--- src/hw/acsi_defines.vh ---
// Shared constants of the asynchronous serial interface.
`ifndef ACSI_DEFINES_VH
`define ACSI_DEFINES_VH

// ----------------------------------------------------------------
// Prescaler divisors selected by the two prescale bits
// ----------------------------------------------------------------
`define ACSI_PRE_DIV0     4'h1
`define ACSI_PRE_DIV1     4'h3
`define ACSI_PRE_DIV2     4'h4
`define ACSI_PRE_DIV3     4'hD

// ----------------------------------------------------------------
// Sample ticks; a count value k stands for sample tick k+1
// ----------------------------------------------------------------
`define ACSI_RT_LAST      4'hF
`define ACSI_RT_VER1      4'h2
`define ACSI_RT_VER2      4'h4
`define ACSI_RT_VER3      4'h6
`define ACSI_RT_SMP1      4'h7
`define ACSI_RT_SMP2      4'h8
`define ACSI_RT_SMP3      4'h9
`define ACSI_RT_HALF      4'h8

// ----------------------------------------------------------------
// Frame lengths in bits and idle line lengths in sample ticks
// ----------------------------------------------------------------
`define ACSI_FRAME8       4'hA
`define ACSI_FRAME9       4'hB
`define ACSI_IDLE_RT8     8'hA0
`define ACSI_IDLE_RT9     8'hB0

// ----------------------------------------------------------------
// Reset values of the flags
// ----------------------------------------------------------------
`define ACSI_RST_TX_BUFFER_EMPTY_FLAG     1'b1
`define ACSI_RST_TC       1'b1
`define ACSI_RST_ERR      1'b0

`endif

--- src/hw/acsi_sync.v ---
// Two-flop synchroniser for the receive data pin.
`timescale 1ns/1ps
`default_nettype none

module acsi_sync (
  input  wire clk_i,   // Bus clock.
  input  wire rstn_i,  // Asynchronous reset, active low.
  input  wire d_i,     // Asynchronous pin level.
  output reg  q_o      // Synchronised level.
);

  reg meta_q;

  // The idle line is high, so both stages reset high to avoid a false start.
  always @(posedge clk_i or negedge rstn_i) begin
    if (!rstn_i) begin
      meta_q <= 1'b1;
      q_o    <= 1'b1;
    end else begin
      meta_q <= d_i;
      q_o    <= meta_q;
    end
  end

endmodule // acsi_sync

`default_nettype wire

--- src/hw/acsi_rate_gen.v ---
// Binary rate selector: divides the prescaled tick by two to the power of the select.
`timescale 1ns/1ps
`default_nettype none

module acsi_rate_gen #(
  parameter SEL_W = 3
) (
  input  wire             clk_i,   // Bus clock.
  input  wire             rstn_i,  // Asynchronous reset, active low.
  input  wire             tick_i,  // Prescaled tick, one cycle.
  input  wire [SEL_W-1:0] sel_i,   // Rate select.
  output reg              tick_o   // Divided tick, one cycle.
);

  reg  [7:0] cnt_q;
  wire [7:0] lim = (8'h01 << sel_i) - 8'h01;

  // Each selector runs on its own counter so the two directions stay independent.
  always @(posedge clk_i or negedge rstn_i) begin
    if (!rstn_i) begin
      cnt_q  <= 8'h00;
      tick_o <= 1'b0;
    end else begin
      tick_o <= 1'b0;
      if (tick_i) begin
        if (cnt_q >= lim) begin
          cnt_q  <= 8'h00;
          tick_o <= 1'b1;
        end else begin
          cnt_q <= cnt_q + 8'h01;
        end
      end
    end
  end

endmodule // acsi_rate_gen

`default_nettype wire

--- src/hw/acsi_serial.v ---
// Full-duplex asynchronous serial interface with synchronous transmit clock.
`timescale 1ns/1ps
`default_nettype none
`include "acsi_defines.vh"

// Operation
// - NRZ frames, start, 8/9 data, stop.
// - Transmit clock only on data bits, optional last.
// - Transmit clock phase and polarity selectable.
// - Disagreeing samples report noise.
// - 32 rates, receive rate independent.
// - Wake method and word length bits.
// - Enables, interrupt enables, sleep, break bits.
// - Data write loads buffer, clears buffer-empty.
// - Load on bit clock, least bit first.
// - Complete flag when nothing pending.
// - Disabled after send also sets complete.
// - Disable finishes current character first.
// - Data read returns received byte if enabled.
// - Received byte transfer sets full flag.
// - Separate overrun, noise, framing flags.
// - Idle flag with enable raises interrupt.
// - Idle only after a received character.
// - Two-bit prescaler feeds two 3-bit selectors.
// - Fixed divide-by-16 before the transmitter.
// - Transmitter and receiver run independently.
// - Sleep inhibits receive flags and idle.
// - Sixteen-times sampling, majority of three.
// - Break is one whole frame of zeros.
// - Disabled transmitter releases data and clock.
module acsi_serial (
  input  wire       clk_i,                    // Bus clock, 40 MHz.
  input  wire       rstn_i,                   // Asynchronous reset, active low.
  input  wire       wake_method_i,            // 0 idle line wake, 1 address mark wake.
  input  wire       word_length_i,            // 0 eight, 1 nine data bits.
  input  wire       last_bit_clock_enable_i,  // Clock pulse on the last data bit.
  input  wire       tx_clock_polarity_i,      // Idle level of the transmit clock.
  input  wire       tx_clock_phase_i,         // Pulse in the first half of a bit.
  input  wire       tx_enable_bit_i,          // Transmitter enable.
  input  wire       rx_enable_bit_i,          // Receiver enable.
  input  wire       send_break_bit_i,         // Send break frames.
  input  wire       tx_empty_irq_en_i,        // Buffer-empty interrupt enable.
  input  wire       tx_complete_irq_en_i,     // Complete interrupt enable.
  input  wire       rx_irq_en_i,              // Receive interrupt enable.
  input  wire       idle_irq_en_i,            // Idle line interrupt enable.
  input  wire       sleep_set_i,              // Pulse: enter receiver sleep.
  input  wire       sleep_clr_i,              // Pulse: leave receiver sleep.
  input  wire [1:0] prescale_i,               // Shared prescaler select.
  input  wire [2:0] rx_rate_select_i,         // Receive rate select.
  input  wire [2:0] tx_rate_select_i,         // Transmit rate select.
  input  wire       data_write_i,             // Pulse: write to the data register.
  input  wire [7:0] data_wdata_i,             // Written byte.
  input  wire       tx_bit8_i,                // Ninth transmit bit.
  input  wire       data_read_i,              // Pulse: read of the data register.
  input  wire       rx_data_input_i,          // Receive pin.
  output reg  [7:0] data_rdata_o,             // Received byte, zero while disabled.
  output reg        rx_bit8_o,                // Ninth received bit.
  output reg        tx_buffer_empty_flag_o,   // Transmit buffer empty.
  output reg        tx_complete_flag_o,       // Transmission complete.
  output reg        rx_full_flag_o,           // Receive data full.
  output reg        idle_flag_o,              // Idle line seen.
  output reg        overrun_flag_o,           // Overrun.
  output reg        noise_flag_o,             // Noise.
  output reg        framing_error_flag_o,     // Framing error.
  output reg        receiver_sleep_bit_o,     // Receiver asleep.
  output reg        tx_irq_o,                 // Transmit interrupt request.
  output reg        rx_irq_o,                 // Receive interrupt request.
  output reg        tx_data_o,                // Transmit pin level.
  output reg        tx_data_oe_o,             // Transmit pin driven.
  output reg        tx_clock_o,               // Transmit clock pin level.
  output reg        tx_clock_oe_o             // Transmit clock pin driven.
);

  localparam TXK_DATA  = 2'b00;
  localparam TXK_PRE   = 2'b01;
  localparam TXK_BREAK = 2'b10;
  localparam RX_IDLE   = 1'b0;
  localparam RX_FRAME  = 1'b1;

  // ----------------------------------------------------------------
  // Shared prescaler
  // ----------------------------------------------------------------
  function [3:0] acsi_pre_div;
    input [1:0] sel;
    begin
      case (sel)
        2'b00:   acsi_pre_div = `ACSI_PRE_DIV0;
        2'b01:   acsi_pre_div = `ACSI_PRE_DIV1;
        2'b10:   acsi_pre_div = `ACSI_PRE_DIV2;
        default: acsi_pre_div = `ACSI_PRE_DIV3;
      endcase
    end
  endfunction

  reg [3:0] pre_cnt_q;
  reg       pre_tick_q;
  wire      tx_rt_tick;
  wire      rx_rt_tick;
  wire      rxs;

  // Rate changes while enabled give one odd period; software avoids them.
  always @(posedge clk_i or negedge rstn_i) begin
    if (!rstn_i) begin
      pre_cnt_q  <= 4'h0;
      pre_tick_q <= 1'b0;
    end else if (pre_cnt_q >= acsi_pre_div(prescale_i) - 4'h1) begin
      pre_cnt_q  <= 4'h0;
      pre_tick_q <= 1'b1;
    end else begin
      pre_cnt_q  <= pre_cnt_q + 4'h1;
      pre_tick_q <= 1'b0;
    end
  end

  // Each direction has its own selector behind the one prescaler.
  acsi_rate_gen #(.SEL_W(3)) u_tx_rate (
    .clk_i  (clk_i),
    .rstn_i (rstn_i),
    .tick_i (pre_tick_q),
    .sel_i  (tx_rate_select_i),
    .tick_o (tx_rt_tick)
  );

  acsi_rate_gen #(.SEL_W(3)) u_rx_rate (
    .clk_i  (clk_i),
    .rstn_i (rstn_i),
    .tick_i (pre_tick_q),
    .sel_i  (rx_rate_select_i),
    .tick_o (rx_rt_tick)
  );

  acsi_sync u_rx_sync (
    .clk_i  (clk_i),
    .rstn_i (rstn_i),
    .d_i    (rx_data_input_i),
    .q_o    (rxs)
  );

  // ----------------------------------------------------------------
  // Transmitter
  // ----------------------------------------------------------------
  reg  [3:0]  tx_div_q;
  reg  [10:0] tx_shift_q;
  reg  [3:0]  tx_cnt_q;
  reg  [1:0]  tx_kind_q;
  reg  [7:0]  tx_buf_q;
  reg         tx_buf8_q;
  reg         te_prev_q;
  reg         pre_pend_q;
  wire [3:0]  tx_flen = word_length_i ? `ACSI_FRAME9 : `ACSI_FRAME8;
  wire        tx_bit_tick = tx_rt_tick && (tx_div_q == `ACSI_RT_LAST);
  wire        tx_busy = (tx_cnt_q != 4'h0);
  wire        tx_is_data = tx_busy && (tx_kind_q == TXK_DATA) &&
                           (tx_cnt_q != tx_flen) && (tx_cnt_q != 4'h1);
  wire        tx_clk_on = tx_is_data &&
                          ((tx_cnt_q != 4'h2) || last_bit_clock_enable_i);
  // A write in the same cycle as a load waits one bit so no byte is lost.
  wire        tx_can_load = tx_enable_bit_i && !tx_buffer_empty_flag_o && !data_write_i;

  // Divide-by-16 keeps equal selects giving equal rates on both sides.
  always @(posedge clk_i or negedge rstn_i) begin
    if (!rstn_i) begin
      tx_div_q <= 4'h0;
    end else if (tx_rt_tick) begin
      tx_div_q <= tx_div_q + 4'h1;
    end
  end

  // Frame sequencer: loads happen only on a bit boundary.
  always @(posedge clk_i or negedge rstn_i) begin
    if (!rstn_i) begin
      tx_shift_q             <= 11'h7FF;
      tx_cnt_q               <= 4'h0;
      tx_kind_q              <= TXK_DATA;
      tx_buf_q               <= 8'h00;
      tx_buf8_q              <= 1'b0;
      te_prev_q              <= 1'b0;
      pre_pend_q             <= 1'b0;
      tx_buffer_empty_flag_o <= `ACSI_RST_TX_BUFFER_EMPTY_FLAG;
      tx_complete_flag_o     <= `ACSI_RST_TC;
    end else begin
      te_prev_q <= tx_enable_bit_i;
      if (tx_enable_bit_i && !te_prev_q) begin
        pre_pend_q <= 1'b1;
      end
      if (data_write_i) begin
        tx_buf_q               <= data_wdata_i;
        tx_buf8_q              <= tx_bit8_i;
        tx_buffer_empty_flag_o <= 1'b0;
        tx_complete_flag_o     <= 1'b0;
      end
      if (tx_bit_tick) begin
        if (tx_cnt_q > 4'h1) begin
          tx_shift_q <= {1'b1, tx_shift_q[10:1]};
          tx_cnt_q   <= tx_cnt_q - 4'h1;
        end else if (tx_can_load) begin
          // Start, data least bit first, optional ninth bit, stop.
          tx_shift_q <= word_length_i ? {1'b1, tx_buf8_q, tx_buf_q, 1'b0}
                                      : {2'b11, tx_buf_q, 1'b0};
          tx_cnt_q               <= tx_flen;
          tx_kind_q              <= TXK_DATA;
          tx_buffer_empty_flag_o <= 1'b1;
          tx_complete_flag_o     <= 1'b0;
        end else if (tx_enable_bit_i && pre_pend_q) begin
          tx_shift_q         <= 11'h7FF;
          tx_cnt_q           <= tx_flen;
          tx_kind_q          <= TXK_PRE;
          pre_pend_q         <= 1'b0;
          tx_complete_flag_o <= 1'b0;
        end else if (tx_enable_bit_i && send_break_bit_i) begin
          tx_shift_q         <= 11'h000;
          tx_cnt_q           <= tx_flen;
          tx_kind_q          <= TXK_BREAK;
          tx_complete_flag_o <= 1'b0;
        end else begin
          // Nothing pending, or disabled after the last frame went out.
          tx_cnt_q <= 4'h0;
          if (tx_busy && !data_write_i) begin
            tx_complete_flag_o <= 1'b1;
          end
        end
      end
    end
  end

  // Pins stay driven until the frame in flight is out, then float.
  always @(posedge clk_i or negedge rstn_i) begin
    if (!rstn_i) begin
      tx_data_o     <= 1'b1;
      tx_data_oe_o  <= 1'b0;
      tx_clock_o    <= 1'b0;
      tx_clock_oe_o <= 1'b0;
    end else begin
      tx_data_o     <= tx_busy ? tx_shift_q[0] : 1'b1;
      tx_data_oe_o  <= tx_enable_bit_i || tx_busy;
      tx_clock_oe_o <= tx_enable_bit_i || tx_busy;
      tx_clock_o    <= tx_clock_polarity_i ^
                       (tx_clk_on && (tx_div_q[3] ^ tx_clock_phase_i));
    end
  end

  // ----------------------------------------------------------------
  // Receiver
  // ----------------------------------------------------------------
  reg        rx_state_q;
  reg  [3:0] rx_rt_q;
  reg  [3:0] rx_bit_q;
  reg  [2:0] rx_smp_q;
  reg  [1:0] rx_ver_q;
  reg  [8:0] rx_shift_q;
  reg        rx_frm_noise_q;
  reg        rx_wait_high_q;
  reg        rx_seen_q;
  reg  [7:0] rx_idle_cnt_q;
  reg  [7:0] rx_buf_q;
  wire [3:0] rx_rt_nx = rx_rt_q + 4'h1;
  wire [3:0] rx_flen = word_length_i ? `ACSI_FRAME9 : `ACSI_FRAME8;
  wire [7:0] rx_idle_len = word_length_i ? `ACSI_IDLE_RT9 : `ACSI_IDLE_RT8;
  wire [2:0] rx_smp_all = {rx_smp_q[1:0], rxs};
  wire       rx_vote = (rx_smp_all[0] & rx_smp_all[1]) | (rx_smp_all[0] & rx_smp_all[2]) |
                       (rx_smp_all[1] & rx_smp_all[2]);
  wire       rx_disagree = (rx_smp_all != 3'b000) && (rx_smp_all != 3'b111);
  wire       rx_stop_bit = (rx_bit_q == rx_flen - 4'h1);
  wire [7:0] rx_data_nx = word_length_i ? rx_shift_q[7:0] : rx_shift_q[8:1];
  wire       rx_msb_nx = word_length_i ? rx_shift_q[8] : rx_shift_q[8];
  wire       rx_break = (rx_shift_q == 9'h000) && !rx_vote;
  wire       rx_idle_hit = (rx_idle_cnt_q == rx_idle_len - 8'h01) && rx_rt_tick && rxs;

  // Bit timing, voting and the end-of-frame flag updates.
  always @(posedge clk_i or negedge rstn_i) begin
    if (!rstn_i) begin
      rx_state_q           <= RX_IDLE;
      rx_rt_q              <= 4'h0;
      rx_bit_q             <= 4'h0;
      rx_smp_q             <= 3'b111;
      rx_ver_q             <= 2'b00;
      rx_shift_q           <= 9'h000;
      rx_frm_noise_q       <= 1'b0;
      rx_wait_high_q       <= 1'b0;
      rx_seen_q            <= 1'b0;
      rx_idle_cnt_q        <= 8'h00;
      rx_buf_q             <= 8'h00;
      rx_bit8_o            <= 1'b0;
      rx_full_flag_o       <= 1'b0;
      idle_flag_o          <= 1'b0;
      overrun_flag_o       <= `ACSI_RST_ERR;
      noise_flag_o         <= `ACSI_RST_ERR;
      framing_error_flag_o <= `ACSI_RST_ERR;
      receiver_sleep_bit_o <= 1'b0;
    end else begin
      // Clears come first so that a set in the same cycle wins.
      if (data_read_i) begin
        rx_full_flag_o       <= 1'b0;
        idle_flag_o          <= 1'b0;
        overrun_flag_o       <= 1'b0;
        noise_flag_o         <= 1'b0;
        framing_error_flag_o <= 1'b0;
      end
      if (sleep_clr_i) begin
        receiver_sleep_bit_o <= 1'b0;
      end
      if (sleep_set_i) begin
        receiver_sleep_bit_o <= 1'b1;
      end
      // Idle line counter runs only while the receiver waits for a start.
      if (!rx_enable_bit_i || rx_state_q == RX_FRAME || !rxs) begin
        rx_idle_cnt_q <= 8'h00;
      end else if (rx_rt_tick && !rx_idle_hit) begin
        rx_idle_cnt_q <= rx_idle_cnt_q + 8'h01;
      end
      if (rx_idle_hit) begin
        rx_idle_cnt_q <= 8'h00;
        if (receiver_sleep_bit_o && !wake_method_i) begin
          receiver_sleep_bit_o <= 1'b0;
        end else if (!receiver_sleep_bit_o && rx_seen_q) begin
          idle_flag_o <= 1'b1;
          rx_seen_q   <= 1'b0;
        end
      end
      if (!rx_enable_bit_i) begin
        rx_state_q <= RX_IDLE;
      end else if (rx_rt_tick) begin
        case (rx_state_q)
          RX_IDLE: begin
            if (rxs) begin
              rx_wait_high_q <= 1'b0;
            end else if (!rx_wait_high_q) begin
              // This tick is the first sample of a possible start bit.
              rx_state_q     <= RX_FRAME;
              rx_rt_q        <= 4'h0;
              rx_bit_q       <= 4'h0;
              rx_ver_q       <= 2'b00;
              rx_frm_noise_q <= 1'b0;
            end
          end
          default: begin
            rx_rt_q  <= rx_rt_nx;
            rx_smp_q <= rx_smp_all;
            if (rx_bit_q == 4'h0 && (rx_rt_nx == `ACSI_RT_VER1 ||
                rx_rt_nx == `ACSI_RT_VER2 || rx_rt_nx == `ACSI_RT_VER3)) begin
              if (rxs) begin
                rx_frm_noise_q <= 1'b1;
                rx_ver_q       <= rx_ver_q + 2'b01;
                if (rx_ver_q != 2'b00) begin
                  rx_state_q <= RX_IDLE;
                end
              end
            end
            if (rx_rt_nx == `ACSI_RT_SMP3) begin
              if (rx_disagree) begin
                rx_frm_noise_q <= 1'b1;
              end
              if (rx_bit_q != 4'h0 && !rx_stop_bit) begin
                rx_shift_q <= {rx_vote, rx_shift_q[8:1]};
              end
              if (rx_stop_bit) begin
                rx_state_q     <= RX_IDLE;
                rx_wait_high_q <= rx_break;
                if (!receiver_sleep_bit_o || (wake_method_i && rx_msb_nx)) begin
                  receiver_sleep_bit_o <= 1'b0;
                  rx_seen_q            <= 1'b1;
                  if (rx_full_flag_o && !data_read_i) begin
                    overrun_flag_o <= 1'b1;
                  end else begin
                    rx_buf_q             <= rx_data_nx;
                    rx_bit8_o            <= rx_shift_q[8];
                    rx_full_flag_o       <= 1'b1;
                    noise_flag_o         <= rx_frm_noise_q || rx_disagree;
                    framing_error_flag_o <= !rx_vote;
                  end
                end
              end
            end
            if (rx_rt_nx == `ACSI_RT_LAST) begin
              rx_bit_q <= rx_bit_q + 4'h1;
            end
          end
        endcase
      end
    end
  end

  // Register the read data and the interrupt requests onto their outputs.
  always @(posedge clk_i or negedge rstn_i) begin
    if (!rstn_i) begin
      data_rdata_o <= 8'h00;
      tx_irq_o     <= 1'b0;
      rx_irq_o     <= 1'b0;
    end else begin
      data_rdata_o <= rx_enable_bit_i ? rx_buf_q : 8'h00;
      tx_irq_o     <= (tx_buffer_empty_flag_o && tx_empty_irq_en_i) ||
                      (tx_complete_flag_o && tx_complete_irq_en_i);
      rx_irq_o     <= ((rx_full_flag_o || overrun_flag_o) && rx_irq_en_i) ||
                      (idle_flag_o && idle_irq_en_i);
    end
  end

endmodule // acsi_serial

`default_nettype wire

--- config.mk ---
export PLATFORM = sky130hd
export DESIGN_NAME = acsi_serial
export DESIGN_NICKNAME = d
export VERILOG_FILES = /design/src/hw/acsi_sync.v /design/src/hw/acsi_rate_gen.v /design/src/hw/acsi_serial.v
export VERILOG_INCLUDE_DIRS = /design/src /design/src/hw
export SDC_FILE = /design/constraint.sdc
export NUM_CORES = 1
export LEC_CHECK = 0
export BUFFER_PORTS_ARGS = -buffer_cell sky130_fd_sc_hd__buf_4
export CAP_MARGIN = 10
export CORE_AREA = 3 3 126 92
export DETAILED_ROUTE_END_ITERATION = 12
export DIE_AREA = 0 0 129 95
export PLACE_DENSITY = 0.84
export SLEW_MARGIN = 5
export SYNTH_ARGS = -nofsm -noshare
export SYNTH_HDL_FRONTEND = slang
export SYNTH_SLANG_ARGS = --single-unit
--- constraint.sdc ---
create_clock -name clk_i -period 2.9 [get_ports clk_i]
set_input_delay 0.725 -clock clk_i [delete_from_list [all_inputs] [get_ports clk_i]]
set_output_delay 0.725 -clock clk_i [all_outputs]
set_load 0.1 [all_outputs]
# ---- Word level (Yosys, flattened, before mapping)
# Cells that the tools add are included.
dict set report totals {
  reg_bits 120
  inputBits 36
  ram_bits 0
  latch_bits 0
  word_cells 294
  memories 0
  out_inout_bits 23
  romBits 0
}
dict set report op_classes {
  n_eq_ne 22
  shift 2
  n_lt_le_gt_ge 4
  reduce_logical 70
  div 0
  n_mul 0
  add_sub_neg 14
  n_mux 131
  bitwise_logic 9
}
# operator count
set op_table {}
lappend op_table {{1-bit 2-to-1 mux} 99}
lappend op_table {{8-bit 2-to-1 mux} 7}
lappend op_table {{11-bit 2-to-1 mux} 4}
lappend op_table {{4-bit 2-to-1 mux} 10}
lappend op_table {{1-bit logical AND} 27}
lappend op_table {{8-bit by 1-bit adder with 8-bit output, second input constant} 3}
lappend op_table {{8-bit by 1-bit subtractor with 8-bit output, second input constant} 3}
lappend op_table {{4-bit by 1-bit adder with 4-bit output, second input constant} 4}
lappend op_table {{8-bit greater-or-equal comparator} 2}
lappend op_table {{2-bit 2-to-1 mux} 8}
lappend op_table {{1-bit by 3-bit << shifter with 8-bit output, first input constant} 2}
lappend op_table {{5-bit AND reduction} 3}
lappend op_table {{4-bit equality test, second input constant} 3}
lappend op_table {{2-bit by 1-bit inequality test with 1-bit output, second input constant} 6}
lappend op_table {{4-bit one-hot mux with 3 select lines} 1}
lappend op_table {{4-bit nonzero test} 3}
lappend op_table {{4-bit by 1-bit subtractor with 4-bit output, second input constant} 3}
lappend op_table {{1-bit zero test} 11}
lappend op_table {{1-bit logical OR} 11}
lappend op_table {{10-bit 2-to-1 mux} 1}
lappend op_table {{9-bit zero test} 1}
lappend op_table {{3-bit nonzero test} 3}
lappend op_table {{4-bit by 3-bit equality test with 1-bit output, second input constant} 2}
lappend op_table {{8-bit equality test} 1}
lappend op_table {{25 further kinds} 34}

# ---- Logic depth before layout (Yosys ltp)
dict set report logic_depth {
  word_depth 12
  ltp_mapped 15
  ltp_nobuf 13
}

# ---- Modules after synthesis
# A second synthesis with hierarchy kept.
dict set report hier_totals {
  cells_unflattened 603
  area_unflattened_um2 6168.4
}
# mod area_per_inst_um2 instances cells_per_inst seq_area_each_um2
set by_module_without_submodules {}
lappend by_module_without_submodules {acsi_serial 4812.1 1 455 2522.4}
lappend by_module_without_submodules {acsi_rate_gen 651.9 2 73 225.2}
lappend by_module_without_submodules {acsi_sync 52.6 1 2 52.6}

# ---- Least setup slack after synthesis
# OpenSTA, ideal clock, no wires.
dict set report synth_path {
  path_kind {input to register}
  from {input rx_rate_select_i[2]}
  to {register u_rx_rate.cnt_q[3]}
  path_slack_ns -0.330
  n_path_buf 1
  stages 11
  t_required_ns 2.776
  setup_ns 0.124
  arrival_time_ns 3.106
  path_cell_list {or3_1 > ha_1 > clkbuf_1 > xor2_1 > nor2_1 > a21oi_1 > ha_1 > nand4_1 > o31ai_1 > nor4_1 > a211o_1}
}
dict set report synth_via {
  elab_chain_len 4
}
# element line_no
set synth_lines {}
lappend synth_lines {{start: declaration} acsi_serial.v:49} ;# input wire [2:0] rx_rate_select_i,
lappend synth_lines {{1-bit by 3-bit << shifter with 8-bit output} acsi_rate_gen.v:16} ;# wire [7:0] lim = (8'h01 << sel_i) - 8'h01;
lappend synth_lines {{8-bit by 1-bit subtractor with 8-bit output} acsi_rate_gen.v:16}
lappend synth_lines {{8-bit greater-or-equal comparator} acsi_rate_gen.v:26} ;# if (cnt_q >= lim) begin
lappend synth_lines {{8-bit 2-to-1 mux} acsi_rate_gen.v:26}
lappend synth_lines {{end signal: assignment} acsi_rate_gen.v:30} ;# cnt_q <= cnt_q + 8'h01;
lappend synth_lines {{end: declaration} acsi_rate_gen.v:15} ;# reg [7:0] cnt_q;
# No other way between the ends.
# A chain may end at the register's enable or synchronous reset.

# ---- Final worst setup path
dict set report layout_path {
  from {input rx_rate_select_i[2]}
  to {register u_rx_rate.cnt_q[4]}
}
# Same word-level chain as after synthesis.

==> results.toml <==
[finish]
layoutNonFillerInstCount = 820
num-nets-final = 751
drive_gt1_share_pct = 25.15
antenna_cells = 0
area_growth_pct = 20.82
num-fill-cells = 655

[drt]
dr_total_vias = 4692
wl_mm = 13.14
drtIter0Drc = 285
drtPass1Iterations = 4
antenna_left = 0
vias_per_cell = 5.722
wl_per_cell_um = 16.03
drcViolationCount = 0

[global_route]
grt_max_degree = 55
grt_overflow = 0
antenna_found_initial = 0
grt_first_pass_wirelength_mm = 22.44
grt_pass1_vias = 4765
track_usage_pct = 22.91

[setup_path]
endpoint_kind = "flip-flop"
critPathMaxStageDelay_ns = 0.44
path_cells = "buf_4, buf_4, nor2_1, nand2_1, ha_2, nor3_2, a21oi_1, o21a_1, ha_1, nand4_1, o31ai_4, nor4_1, a211o_1"
crit_path_frequent_cell = "buf_4"
crit_path_max_fanout = 9
cpMaxStageDelayCell = "o31ai_4"
startpoint_type = "input pin"
r2r-start = "rx_rt_q[1]"
endpoint = "u_rx_rate.cnt_q[4]"
r2r_slack_ns = 0.43
crit_arrival_ns = 3.02
worstReg2RegEnd = "rx_buf_q[7]"
worstRegToRegCells = 6
worstPathRequired_ns = 3.19
worstSetupStartpoint = "rx_rate_select_i[2]"
crit_type = "input pin to flip-flop"

[power]
powerDensity_nw_per_um2 = 708.1
ir_drop_mv = 0.4636
p_sw_mw = 1.648
clkPwrFrac_pct = 38.0
p_int_mw = 3.669
p_seq_share_pct = 40.8
p_sw_share_pct = 30.99
p_leak_nw = 3.564
power_frac_comb_pct = 21.2

[logic_synthesis]
synthMuxAreaShare_pct = 9.140
ys_types = 55
yosys.area_share.simple_pct = 16.27
ys.flop_type = "dfrtp_1"
yosys_warnings = 0
synth_top_family_by_area = "simple AND/OR/NAND/NOR gates"
netlist_instances = 598
netlist.area_leader.share_pct = 41.07
synth_fa_ha_area_share_pct = 8.214
synth_common_cells = "dfrtp_1, nor2_1, nand2_1"
ys_ff_latch = 120
syn_avg_cell_area_um2 = 10.39
synthTopCellsByArea = "dfrtp_1, ha_1, dfstp_2"
async_flop_share_pct = 100.0
synth-compound-area-share_pct = 10.77
synth.most_common_cell = "dfrtp_1"
netlist_area_um2 = 6215
synth_top_area_cell = "dfrtp_1"
synth-seq-area-share_pct = 48.68
synth-xor-area-share_pct = 3.664
synth_edf_count = 0

[sta]
max_freq_mhz = 366.6
fin_crit_sh_pct = 94.07
skew_ns = 0.009944
drv_slew = 0
tightest_slew_ns = 0.7021
min_period_ns = 2.728
hold_viol = 0
fin_ws_ns = 0.1719
slew_headroom_pct = 53.19
setup_violations = 0
rsz0062_at_grt = "no"

[clock_network]
cts_buffer_depth = 2
cts_buffers = 17
cts_resized = 0
cts-hold-fix-buffers = 0
cts_tree = "built"
root_buffer = "clkbuf_16"
clk_pin_slew_worst_paths_ns = 0.06
clock_latency_ns = 0.41
clock-sinks = 120
postCtsSetupRepairBufs = 0
cts-htree-levels = 4

[place]
dp_slack_ns = -0.2485
portBuffers = 58
dp_hpwl_mm = 9.106
dp.cells = 788
gp_congestion = 0.8054

[die]
rows = 31
io-pin-count = 59
fp.dieW_um = 129
die_area_um2 = 12260
core_um2 = 10320
start_util_pct = 60.24
dieHeight_um = 95

[hold_path]
hold_class = "input pin to async pin"

[status]
status = "finished, final reports clean"

[flow_run]
maxCapViolations = 0
==> per-layer routing <==
metal | up-vias | global-route usage [%] | share of wire [%]
met5 | - | 0 | 0
met4 | 0 | 7.605 | 1.0
met3 | 13 | 4.692 | 4.0
met2 | 125 | 38.10 | 50
met1 | 2307 | 30.22 | 45
li1 | 2247 | - | -
==> final cells by class <==
type / instances / area (um2) / area share [%]
multi-input combinational: 429 / 3050 / 40.63
clock inverter: 12 / 127.6 / 1.700
sequential: 120 / 3025 / 40.29
clock buffer: 20 / 436.7 / 5.816
inverter: 30 / 112.6 / 1.500
tap: 132 / 165.2 / 2.200
timing repair buffer: 77 / 590.6 / 7.865
==> worst min-delay path by stage <==
| stage | start | endpoint | slack [ns] | depth (start not counted) |
|---|---|---|---|---|
| floorplan | u_rx_sync.meta_q | u_rx_sync.q_o | 0.35 | 0 |
| global placement | u_rx_sync.meta_q | u_rx_sync.q_o | 0.35 | 0 |
| detailed placement | u_rx_sync.meta_q | u_rx_sync.q_o | 0.35 | 0 |
| CTS | u_rx_sync.meta_q | u_rx_sync.q_o | 0.37 | 0 |
| global route | u_rx_sync.meta_q | u_rx_sync.q_o | 0.37 | 0 |
| finish | rstn_i | idle_flag_o | 0.36 | 1 |
==> power by group through the flow <==
stage | Clock (mW) | Sequential, mW | Combinational [mW]
after floorplan | 0 | 2.11 | 0.823
after global routing | 2.13 | 2.20 | 1.28
after CTS | 2.04 | 2.16 | 1.13
after global placement | 0 | 2.17 | 1.03
after detailed placement | 0 | 2.18 | 1.12
final | 2.02 | 2.17 | 1.13
==> per-stage QoR <==
step	utilization (%)	setup TNS [ns]	total power [mW]	hold WS [ns]	instance area [um2]
after CTS	72.77	0	5.336	0.3712	7508
after detailed placement	67.31	-2.999	3.302	0.3499	6944
after global placement	67.31	-0.8520	3.196	0.3468	6944
final	72.77	0	5.317	0.3567	7508
after global routing	72.77	0	5.608	0.3734	7508
after floorplan	-	-0.004291	2.938	0.3452	6296
==> worst max-delay path: cells and delay by family <==
| family | cells | cell delay [ns] |
|---|---|---|
| adder cells (fa/ha/maj) | 2 | 0.49 |
| buffers and inverters | 2 | 0.25 |
| AO/OA/AOI/OAI | 4 | 0.97 |
| AND/OR/NAND/NOR | 5 | 0.57 |
==> logic make-up after synthesis <==
group	Yosys count
compound gates	102
xor+xnor	26
fa+ha+maj	41
buf+inv	50
flops	120
mux	48
other cells	1
simple gates	210
==> flip-flops by register name (all words and copies together), names as in the netlist, 8 cells and up <==
signal           flops
data_rdata_o         8
tx_buf_q             8
u_rx_rate.cnt_q      8
rx_buf_q             8
rx_idle_cnt_q        8
rx_shift_q           9
u_tx_rate.cnt_q      8
tx_shift_q          11
==> layout by cell type (no fill, tap or decap), drive strengths merged, types with 8 or more instances in the layout <==
cell / count
nand2: 54
o211ai: 10
nand3: 15
a31oi: 13
nor2: 68
ha: 40
dfrtp: 102
dfstp: 18
clkbuf: 20
o21ai: 23
a21oi: 20
nor3: 13
and2: 10
xor2: 14
a21o: 8
buf: 77
mux2: 43
nand2b: 11
inv: 31
nand4: 13
xnor2: 12
No activity file was read; power rests on OpenSTA's default activity.
